**config.mk**
```make
export PLATFORM = sky130hd
export DESIGN_NAME = i2c_enable_status_report
export DESIGN_NICKNAME = d
export VERILOG_FILES = /design/src/rtl/i2c_status_pkg.sv /design/src/rtl/bus_evt_if.sv /design/src/rtl/pin_sampler.sv /design/src/rtl/bit_framer.sv /design/src/rtl/i2c_enable_status_report.sv
export SDC_FILE = /design/constraint.sdc
export NUM_CORES = 1
export LEC_CHECK = 0
export ABC_AREA = 1
export BUFFER_PORTS_ARGS = -buffer_cell sky130_fd_sc_hd__buf_2
export CAP_MARGIN = 15
export CORE_MARGIN = 10
export CORE_UTILIZATION = 52
export CTS_BUF_LIST = sky130_fd_sc_hd__clkbuf_2
export CTS_CLUSTER_SIZE = 25
export DETAILED_ROUTE_END_ITERATION = 10
export PLACE_DENSITY_LB_ADDON = 0.2
export SLEW_MARGIN = 30
export SYNTH_ARGS = -nofsm -noshare
export SYNTH_HDL_FRONTEND = slang
export SYNTH_SLANG_ARGS = --single-unit
export TNS_END_PERCENT = 5
```
**constraint.sdc**
```tcl
create_clock -name REF_CLK -period 1.56 [get_ports REF_CLK]
set_input_delay 0 -clock REF_CLK [delete_from_list [all_inputs] [get_ports REF_CLK]]
set_output_delay 0 -clock REF_CLK [all_outputs]
set_load 0.05 [all_outputs]
```
**src/rtl/i2c_status_pkg.sv**
```systemverilog
package i2c_status_pkg;

   // Register bus geometry.
   localparam int ADDR_W = 8;
   localparam int DATA_W = 32;

   // Register byte addresses.
   localparam logic [ADDR_W-1:0] OFS_ENABLE_CTRL = 8'h00;
   localparam logic [ADDR_W-1:0] OFS_SLAVE_ADDR  = 8'h04;
   localparam logic [ADDR_W-1:0] OFS_EN_STATUS   = 8'h08;
   localparam logic [ADDR_W-1:0] OFS_INT_STATUS  = 8'h0c;
   localparam logic [ADDR_W-1:0] OFS_INT_MASK    = 8'h10;

   // Field positions of enable_status.
   localparam int ST_EN_BIT   = 0;
   localparam int ST_BUSY_BIT = 1;
   localparam int ST_LOST_BIT = 2;

   // Field positions of the interrupt status and mask registers.
   localparam int IRQ_W        = 3;
   localparam int IRQ_BUSY_BIT = 0;
   localparam int IRQ_LOST_BIT = 1;
   localparam int IRQ_OFF_BIT  = 2;

   // Values after reset.
   localparam logic [6:0]       SLAVE_ADDR_RESET = 7'h55;
   localparam logic [IRQ_W-1:0] INT_MASK_RESET   = 3'h0;
   localparam logic [3:0]       BIT_CNT_RESET    = 4'h0;

   // Bit counts within one I2C byte frame.
   localparam logic [3:0] BITS_BEFORE_LAST = 4'h7;
   localparam logic [3:0] BITS_BYTE        = 4'h8;
   localparam logic [3:0] BITS_WITH_ACK    = 4'h9;

   typedef enum logic [2:0] {
      PH_IDLE,
      PH_ADDR,
      PH_SRX,
      PH_STX,
      PH_OTHER
   } phase_t;

   typedef enum logic [1:0] {
      EN_OFF,
      EN_ON,
      EN_DRAIN
   } en_state_t;

endpackage

```
**src/rtl/bus_evt_if.sv**
```systemverilog
`timescale 1ns/100ps
// Sampled I2C bus events, all one-cycle pulses on REF_CLK except sda.
interface bus_evt_if;
   logic scl_rise;
   logic scl_fall;
   logic start;
   logic stop;
   logic sda;

   modport src (output scl_rise, output scl_fall, output start, output stop, output sda);
   modport snk (input scl_rise, input scl_fall, input start, input stop, input sda);
endinterface

```
**src/rtl/pin_sampler.sv**
```systemverilog
`timescale 1ns/100ps
module pin_sampler (
   // Clock and control
   input  wire logic  clk,
   input  wire logic  rst,
   input  wire logic  ce,
   // Raw pins
   input  wire logic  scl_in,
   input  wire logic  sda_in,
   // Events
   bus_evt_if.src     ev
);
   // Stage 1 and 2 synchronise; stage 3 is the history for edge detection.
   logic [1:0] scl_s1_q;
   logic [1:0] scl_s2_q;
   logic [1:0] scl_s3_q;

   always_ff @(posedge clk) begin
      if (rst) begin
         scl_s1_q <= 2'h3;
         scl_s2_q <= 2'h3;
         scl_s3_q <= 2'h3;
      end else if (ce) begin
         scl_s1_q <= {sda_in, scl_in};
         scl_s2_q <= scl_s1_q;
         scl_s3_q <= scl_s2_q;
      end
   end

   wire scl_now  = scl_s2_q[0];
   wire scl_old  = scl_s3_q[0];
   wire sda_now  = scl_s2_q[1];
   wire sda_old  = scl_s3_q[1];

   assign ev.scl_rise = ce & scl_now & ~scl_old;
   assign ev.scl_fall = ce & ~scl_now & scl_old;
   assign ev.start    = ce & scl_now & scl_old & sda_old & ~sda_now;
   assign ev.stop     = ce & scl_now & scl_old & ~sda_old & sda_now;
   assign ev.sda      = sda_now;
endmodule

```
**src/rtl/bit_framer.sv**
```systemverilog
`timescale 1ns/100ps
module bit_framer
   import i2c_status_pkg::*;
(
   // Clock and control
   input  wire logic        clk,
   input  wire logic        rst,
   input  wire logic        ce,
   // Events
   bus_evt_if.snk           ev,
   // Frame outputs
   output logic       [7:0] byte_o,
   output logic       [3:0] bit_cnt_o,
   output logic             byte_done,
   output logic             ack_end
);
   logic [6:0] shift_q;
   logic [3:0] cnt_q;

   always_ff @(posedge clk) begin
      if (rst) begin
         shift_q <= 7'h00;
         cnt_q   <= BIT_CNT_RESET;
      end else if (ce) begin
         if (ev.start) begin
            cnt_q <= BIT_CNT_RESET;
         end else if (ev.scl_rise && cnt_q < BITS_WITH_ACK) begin
            cnt_q   <= cnt_q + 4'h1;
            shift_q <= {shift_q[5:0], ev.sda};
         end else if (ev.scl_fall && cnt_q == BITS_WITH_ACK) begin
            cnt_q <= BIT_CNT_RESET;
         end
      end
   end

   // The full byte is valid in the cycle of byte_done, sampled bit included.
   assign byte_o    = {shift_q, ev.sda};
   assign bit_cnt_o = cnt_q;
   assign byte_done = ev.scl_rise & ~ev.start & (cnt_q == BITS_BEFORE_LAST);
   assign ack_end   = ev.scl_fall & ~ev.start & (cnt_q == BITS_WITH_ACK);
endmodule

```
**src/rtl/i2c_enable_status_report.sv**
```systemverilog
// The implementer's own choices: strobed register access and the placing of the registers.
`timescale 1ns/100ps
// Function
// - Disable during address byte of a slave-transmit sets the disabled-while-busy flag.
// - Disable during address or data of a slave-receive also sets that flag.
// - When that flag is set, a NACK was forced unless a STOP or START ended the transfer first, whatever the address.
// - A transfer finishing between disable request and effect sets that flag.
// - A STOP before the forced NACK after disable also sets that flag.
// - Disable while acting as master or with idle bus leaves the flag clear.
// - Status bit 0 equals the value on the enable output port.
// - Status bit 0 is 1 while enabled, 0 only when fully inactive.
// - Bit 0 readable anytime; bits 2 and 1 valid only once bit 0 reads 0.
// - While the enable control bit is 1, bits 2:1 read 0 and bit 0 reads 1; bit 0 is the enable output, so 0 in the cycle before the block turns on.
// - Data-lost flag set when disable aborts a matched slave-receive after a data byte.
// - After disable, status bit 0 may stay 1 until bus activity allows shutdown.
module i2c_enable_status_report
   import i2c_status_pkg::*;
#(
   parameter int DATA_W_P = DATA_W
) (
   // Clock and reset
   input  wire logic                                 REF_CLK,
   input  wire logic                                 SYS_RST,
   input  wire logic                                 CE,
   // Register port
   input  wire logic [i2c_status_pkg::ADDR_W-1:0]    ADDR,
   input  wire logic [DATA_W_P-1:0]                  WDATA,
   input  wire logic                                 WR,
   input  wire logic                                 RD,
   output logic      [DATA_W_P-1:0]                  RDATA,
   // I2C bus pins, sampled only
   input  wire logic                                 SCL_IN,
   input  wire logic                                 SDA_IN,
   // Controller side
   input  wire logic                                 MASTER_ACTIVE,
   output logic                                      ENABLE_OUT,
   output logic                                      NACK_FORCE,
   output logic                                      IRQ
);
   import i2c_status_pkg::*;

   if (DATA_W_P < 8) begin : g_width_check
      $error("DATA_W_P must be at least 8");
   end

   bus_evt_if ev ();

   logic [7:0] byte_w;
   logic [3:0] bit_cnt_w;
   logic       byte_done_w;
   logic       ack_end_w;

   pin_sampler u_pins (
      .clk    (REF_CLK),
      .rst    (SYS_RST),
      .ce     (CE),
      .scl_in (SCL_IN),
      .sda_in (SDA_IN),
      .ev     (ev.src)
   );

   bit_framer u_framer (
      .clk       (REF_CLK),
      .rst       (SYS_RST),
      .ce        (CE),
      .ev        (ev.snk),
      .byte_o    (byte_w),
      .bit_cnt_o (bit_cnt_w),
      .byte_done (byte_done_w),
      .ack_end   (ack_end_w)
   );

   // Registers.
   logic             ctrl_en_q;
   logic [6:0]       slave_addr_q;
   logic [IRQ_W-1:0] int_status_q;
   logic [IRQ_W-1:0] int_status_d;
   logic [IRQ_W-1:0] int_mask_q;
   logic             busy_flag_q;
   logic             busy_flag_d;
   logic             lost_flag_q;
   logic             lost_flag_d;
   logic             data_seen_q;
   logic             data_seen_d;
   phase_t           phase_q;
   phase_t           phase_d;
   en_state_t        en_q;
   en_state_t        en_d;
   logic [DATA_W_P-1:0] rdata_q;

   function automatic logic hit(input logic [ADDR_W-1:0] a, input logic [ADDR_W-1:0] ofs);
      return a == ofs;
   endfunction

   // Bus write decode.
   wire wr_ctrl  = CE & WR & hit(ADDR, OFS_ENABLE_CTRL);
   wire wr_sar   = CE & WR & hit(ADDR, OFS_SLAVE_ADDR);
   wire wr_intst = CE & WR & hit(ADDR, OFS_INT_STATUS);
   wire wr_mask  = CE & WR & hit(ADDR, OFS_INT_MASK);

   // Bus phase tracking, independent of the enable state.
   // Tracking goes on while disabled, so a disable request always sees the transfer already in flight.
   wire addr_match = byte_w[7:1] == slave_addr_q;
   wire is_read    = byte_w[0];

   always_comb begin
      phase_d     = phase_q;
      data_seen_d = data_seen_q;
      if (ev.stop) begin
         phase_d     = PH_IDLE;
         data_seen_d = 1'b0;
      end else if (ev.start) begin
         phase_d     = PH_ADDR;
         data_seen_d = 1'b0;
      end else if (byte_done_w) begin
         unique case (phase_q)
            PH_ADDR: begin
               if (!addr_match) begin
                  phase_d = PH_OTHER;
               end else if (is_read) begin
                  phase_d = PH_STX;
               end else begin
                  phase_d = PH_SRX;
               end
            end
            PH_SRX: begin
               data_seen_d = 1'b1;
            end
            PH_IDLE, PH_STX, PH_OTHER: begin
               phase_d = phase_q;
            end
            default: begin
               phase_d = PH_IDLE;
            end
         endcase
      end
   end

   // A slave transfer counts as busy from its address byte through the end of its data.
   wire slave_busy  = (phase_q == PH_ADDR) || (phase_q == PH_SRX) || (phase_q == PH_STX);
   // The decision uses the registered control bit, so shutdown is judged one cycle after the write.
   wire disable_req = (en_q == EN_ON) && !ctrl_en_q;

   // Enable state and the two abort flags.
   always_comb begin
      en_d        = en_q;
      busy_flag_d = busy_flag_q;
      lost_flag_d = lost_flag_q;
      unique case (en_q)
         EN_OFF: begin
            // Flags clear only when a new enable starts, so they survive the whole off period.
            if (ctrl_en_q) begin
               en_d        = EN_ON;
               busy_flag_d = 1'b0;
               lost_flag_d = 1'b0;
            end
         end
         EN_ON: begin
            if (disable_req) begin
               if (MASTER_ACTIVE || !slave_busy) begin
                  en_d = EN_OFF;
               end else begin
                  en_d        = EN_DRAIN;
                  busy_flag_d = 1'b1;
                  lost_flag_d = (phase_q == PH_SRX) && data_seen_q;
               end
            end
         end
         EN_DRAIN: begin
            // The forced NACK ends the transfer; a STOP that beats it ends it too.
            if (ev.stop || ev.start || ack_end_w) begin
               en_d = EN_OFF;
            end
            if (byte_done_w && phase_q == PH_SRX) begin
               lost_flag_d = 1'b1;
            end
         end
         default: begin
            en_d = EN_OFF;
         end
      endcase
   end

   // Hardware set wins over a software clear in the same cycle.
   wire [IRQ_W-1:0] irq_set;
   assign irq_set[IRQ_BUSY_BIT] = CE & ~busy_flag_q & busy_flag_d;
   assign irq_set[IRQ_LOST_BIT] = CE & ~lost_flag_q & lost_flag_d;
   assign irq_set[IRQ_OFF_BIT]  = CE & (en_q != EN_OFF) & (en_d == EN_OFF);

   always_comb begin
      int_status_d = int_status_q;
      if (wr_intst) begin
         int_status_d = int_status_q & ~WDATA[IRQ_W-1:0];
      end
      int_status_d = int_status_d | irq_set;
   end

   always_ff @(posedge REF_CLK) begin
      if (SYS_RST) begin
         ctrl_en_q    <= 1'b0;
         slave_addr_q <= SLAVE_ADDR_RESET;
         int_mask_q   <= INT_MASK_RESET;
      end else begin
         if (wr_ctrl) begin
            ctrl_en_q <= WDATA[0];
         end
         if (wr_sar) begin
            slave_addr_q <= WDATA[6:0];
         end
         if (wr_mask) begin
            int_mask_q <= WDATA[IRQ_W-1:0];
         end
      end
   end

   always_ff @(posedge REF_CLK) begin
      if (SYS_RST) begin
         phase_q      <= PH_IDLE;
         data_seen_q  <= 1'b0;
         en_q         <= EN_OFF;
         busy_flag_q  <= 1'b0;
         lost_flag_q  <= 1'b0;
         int_status_q <= '0;
      end else if (CE) begin
         phase_q      <= phase_d;
         data_seen_q  <= data_seen_d;
         en_q         <= en_d;
         busy_flag_q  <= busy_flag_d;
         lost_flag_q  <= lost_flag_d;
         int_status_q <= int_status_d;
      end
   end

   // Status view: the enable bit is the enable output itself; flags are masked while enable is set.
   // Bits 2:1 are only trustworthy once bit 0 reads 0, because the flags stop moving then.
   wire             en_live = en_q != EN_OFF;
   wire [2:0]       status_v;
   assign status_v[ST_EN_BIT]   = en_live;
   assign status_v[ST_BUSY_BIT] = busy_flag_q & ~ctrl_en_q;
   assign status_v[ST_LOST_BIT] = lost_flag_q & ~ctrl_en_q;

   wire [DATA_W_P-1:0] rd_mux =
      hit(ADDR, OFS_ENABLE_CTRL) ? DATA_W_P'(ctrl_en_q) :
      hit(ADDR, OFS_SLAVE_ADDR)  ? DATA_W_P'(slave_addr_q) :
      hit(ADDR, OFS_EN_STATUS)   ? DATA_W_P'(status_v) :
      hit(ADDR, OFS_INT_STATUS)  ? DATA_W_P'(int_status_q) :
      hit(ADDR, OFS_INT_MASK)    ? DATA_W_P'(int_mask_q) : '0;

   always_ff @(posedge REF_CLK) begin
      if (SYS_RST) begin
         rdata_q <= '0;
      end else if (CE) begin
         rdata_q <= RD ? rd_mux : '0;
      end
   end

   assign RDATA      = rdata_q;
   assign ENABLE_OUT = en_live;
   // Releasing SDA in the acknowledge bit is the NACK; the driver honours this level.
   assign NACK_FORCE = (en_q == EN_DRAIN) && (bit_cnt_w == BITS_BYTE);
   assign IRQ        = |(int_status_q & int_mask_q);
endmodule

```
==> results.yml <==
drt:
  remaining_antenna_violation_count: 0
  drt-vias-per-instance: 4.743
  avgRoutedWirePerCell_um: 12.13
  drt-total-wl_um: 6053
  via_count: 2367
  first_pass_iters: 4
  drt-initial-drc-count: 155
  detail_route.drc_violations: 0
timing:
  finalSetupViolations: 0
  min_period_over_period: 0.9799
  rsz0062_at_grt: "yes"
  final.min_clock_period_ns: 1.529
  final.setup_skew_ns: 0.01338
  report.final.hold_viol_count: 0
  timing_max_transition_violations_final: 0
  clock.fmax_ghz: 0.6542
grt:
  vias_in_the_first_global_route: 2312
  grt_util_all_layers: 0.1467
  grt_remaining_overflow: 0
  antenna_found_initial: 0
  grt_max_degree: 20
  grt_first_pass_wirelength_um: 10280
placement:
  dpl.hpwl_um: 4395
  place.detailed.instances: 465
  placed_cell_area_um2: 2684
  place.gp.congestion: 0.8487
  port-buffer-count: 32
final_layout:
  diodes_inserted: 0
  layout.cell_area.non_filler_um2: 2999
  layout.nets: 482
  areaGrowthSynthToFinish_pct: 18.02
  final_cell_mix: "sky130_fd_sc_hd__nand2_1 (82), sky130_fd_sc_hd__inv_1 (47), sky130_fd_sc_hd__dfxtp_1 (43)"
  final_layout_size_suffix_gt1_frac: 0.1736
  commonest_non_fill_non_tap_cell_in_the_layout: "sky130_fd_sc_hd__nand2_1"
  finish.cell_count_without_fillers: 499
power:
  power_density_nw_per_um2: 718.0
  vdd_ir_drop_max_mv: 0.5132
  p_leak_nw: 1.457
synth:
  synthesis.area_um2: 2541
  post_synth_inst_count: 370
  yosys.cell_types.count: 33
  ys_seq_elements: 46
  yosysWarnings: 0
  ys_seq_area_frac: 0.3624
  syn-mean-instance-area_um2: 6.868
cts:
  clock_latency_ns: 0.42
  root_buffer: "sky130_fd_sc_hd__clkbuf_2"
  clock_tree.htree_level_count: 2
  cts_tree: "done"
  path_clk_slew_ns: 0.22
  cts.sink_count: 46
  cts_buffers: 5
  clockBufferDepth: 2
min_path:
  worstHoldPathCells: 5
  worst_hold_startpoint: "ADDR[2]"
  hold_path_end: "RDATA[6]"
  worstHoldPathType: "input pin to register"
die:
  die-height_um: 89.91
  die_area_um2: 8083
  start_util: 0.5380
  placeable_area_um2: 4723
  rows: 25
  die_w_um: 89.91
  io_pins: 83
critical_path:
  r2r-end: "u_framer.shift_q[3]"
  rr_startpoint: "u_framer.bit_cnt_o[0]"
  critPathMaxStageDelay_ns: 0.55
  crit_chain: "dlygate4sd3_1 > buf_2 > nand2_1 > dlygate4sd3_1 > nand3_1 > dlygate4sd3_1"
  cp.arrival_ns: 1.86
  critical_path.slowest_cell: "sky130_fd_sc_hd__dlygate4sd3_1"
  cp.required_ns: 1.89
  timing.critical_path.to_type: "register"
  length_in_cells_of_the_worst_reg_to_reg_path: 8
  crit_top_cell: "sky130_fd_sc_hd__dlygate4sd3_1"
  worst_path_max_fanout: 1
  rrSetupSlack_ns: 0.10
  startpoint_type: "input pin"
  timing_worst_setup_path_type: "input pin to register"
flow_run:
  timing.max_cap.violations: 0
outcome:
  outcome: "complete, no violations"
==> metal layers <==
layer | share of wire | track usage
met1 | 0.46 | 0.1783
met2 | 0.46 | 0.2452
met3 | 0.071 | 0.04489
met4 | 0.0076 | 0.03714
met5 | 0 | 0
==> state kept, by name (all words and copies together) (netlist names), 2 cells and up <==
register,count
slave_addr_q,7
u_pins.scl_s2_q,2
u_pins.scl_s1_q,2
phase_q,3
u_framer.bit_cnt_o,4
int_status_q,3
u_framer.shift_q,7
int_mask_q,3
RDATA,7
en_q,2
u_pins.scl_s3_q,2
==> worst max path at each step <==
stage / from / endpoint / slack (ns) / cells after the start
6_report: SDA_IN / u_pins.scl_s1_q[1] / 0.03 / 6
5_1_grt: u_framer.bit_cnt_o[1] / u_framer.shift_q[3] / -0.01 / 8
4_1_cts: u_framer.bit_cnt_o[0] / NACK_FORCE / 0.02 / 4
3_5_place_dp: u_framer.bit_cnt_o[0] / u_framer.bit_cnt_o[2] / 0.09 / 8
3_3_place_gp: u_framer.bit_cnt_o[0] / u_framer.bit_cnt_o[2] / 0.1 / 8
2_1_floorplan: u_framer.bit_cnt_o[0] / u_framer.bit_cnt_o[2] / 0.26 / 8
==> metrics by stage <==
| stage | total power [mW] | setup TNS, ns | utilization | hold WS (ns) | setup slack [ns] |
|---|---|---|---|---|---|
| 2_1_floorplan | 1.596 | 0 | - | 0.1132 | 0.2631 |
| 3_3_place_gp | 1.627 | 0 | 0.5682 | 0.2059 | 0.09952 |
| 3_5_place_dp | 1.631 | 0 | 0.5682 | 0.2045 | 0.09256 |
| 4_1_cts | 2.162 | 0 | 0.6305 | 0.002101 | 0.02326 |
| 5_1_grt | 2.263 | -0.01575 | 0.6350 | 0.02751 | -0.01071 |
| 6_report | 2.153 | 0 | 0.6350 | 0.04081 | 0.03137 |
==> cells in the mapped netlist (all sizes together) <==
library cell / count / area (um2)
nor2: 26 / 117.6
buf: 32 / 229.0
inv: 55 / 206.5
a211oi: 2 / 20.02
nand2: 85 / 331.6
a31oi: 1 / 6.260
nand4: 9 / 56.30
conb: 1 / 3.750
dfxtp: 46 / 920.9
xnor2: 1 / 8.760
o21ai: 24 / 120.1
ha: 3 / 37.54
nor3: 5 / 41.29
clkbuf: 2 / 7.510
a21oi: 37 / 185.2
nand3b: 1 / 7.510
o211ai: 6 / 55.05
nand3: 33 / 180.2
and3: 1 / 6.260
==> critical path, delay by kind of cell <==
family / cells / cell delay, ns
buf+inv: 4 / 1.75
simple gates: 2 / 0.12
==> power breakdown <==
group | internal (mW) | switching, mW
sequential | 1.21 | 0.0258
clock | 0.110 | 0.391
combinational | 0.116 | 0.301
total | 1.44 | 0.717
==> cells by family (layout without fill, tap and decap cells) <==
logic type                 count (synthesis)  after routing  synth area share
DFF                                       46             46            0.3624
buffers and inverters                     89            127            0.1743
adders and majority gates                  3              3           0.01477
other                                      1             25          0.001476
and+or+nand+nor                          160            160            0.2915
AOI/OAI and AO/OA                         70             70            0.1521
xor gates and xnor gates                   1              1          0.003447
==> final cells by class <==
class                      count  area (um2)
timing repair buffer          64       467.9
tap                           67       83.83
multi-input combinational    259        1275
fill                         424        1724
clock buffer                   6       30.03
sequential                    46       927.1
clock inverter                 2       8.758
inverter                      55       206.4
==> timing repair <==
action	CTS	global route
resized for setup	2	5
setup endpoints to repair	1	11
hold endpoints to repair	39	1
hold buffers	25	1
buffers inserted	0	0
No activity file was read; power rests on OpenSTA's default activity.
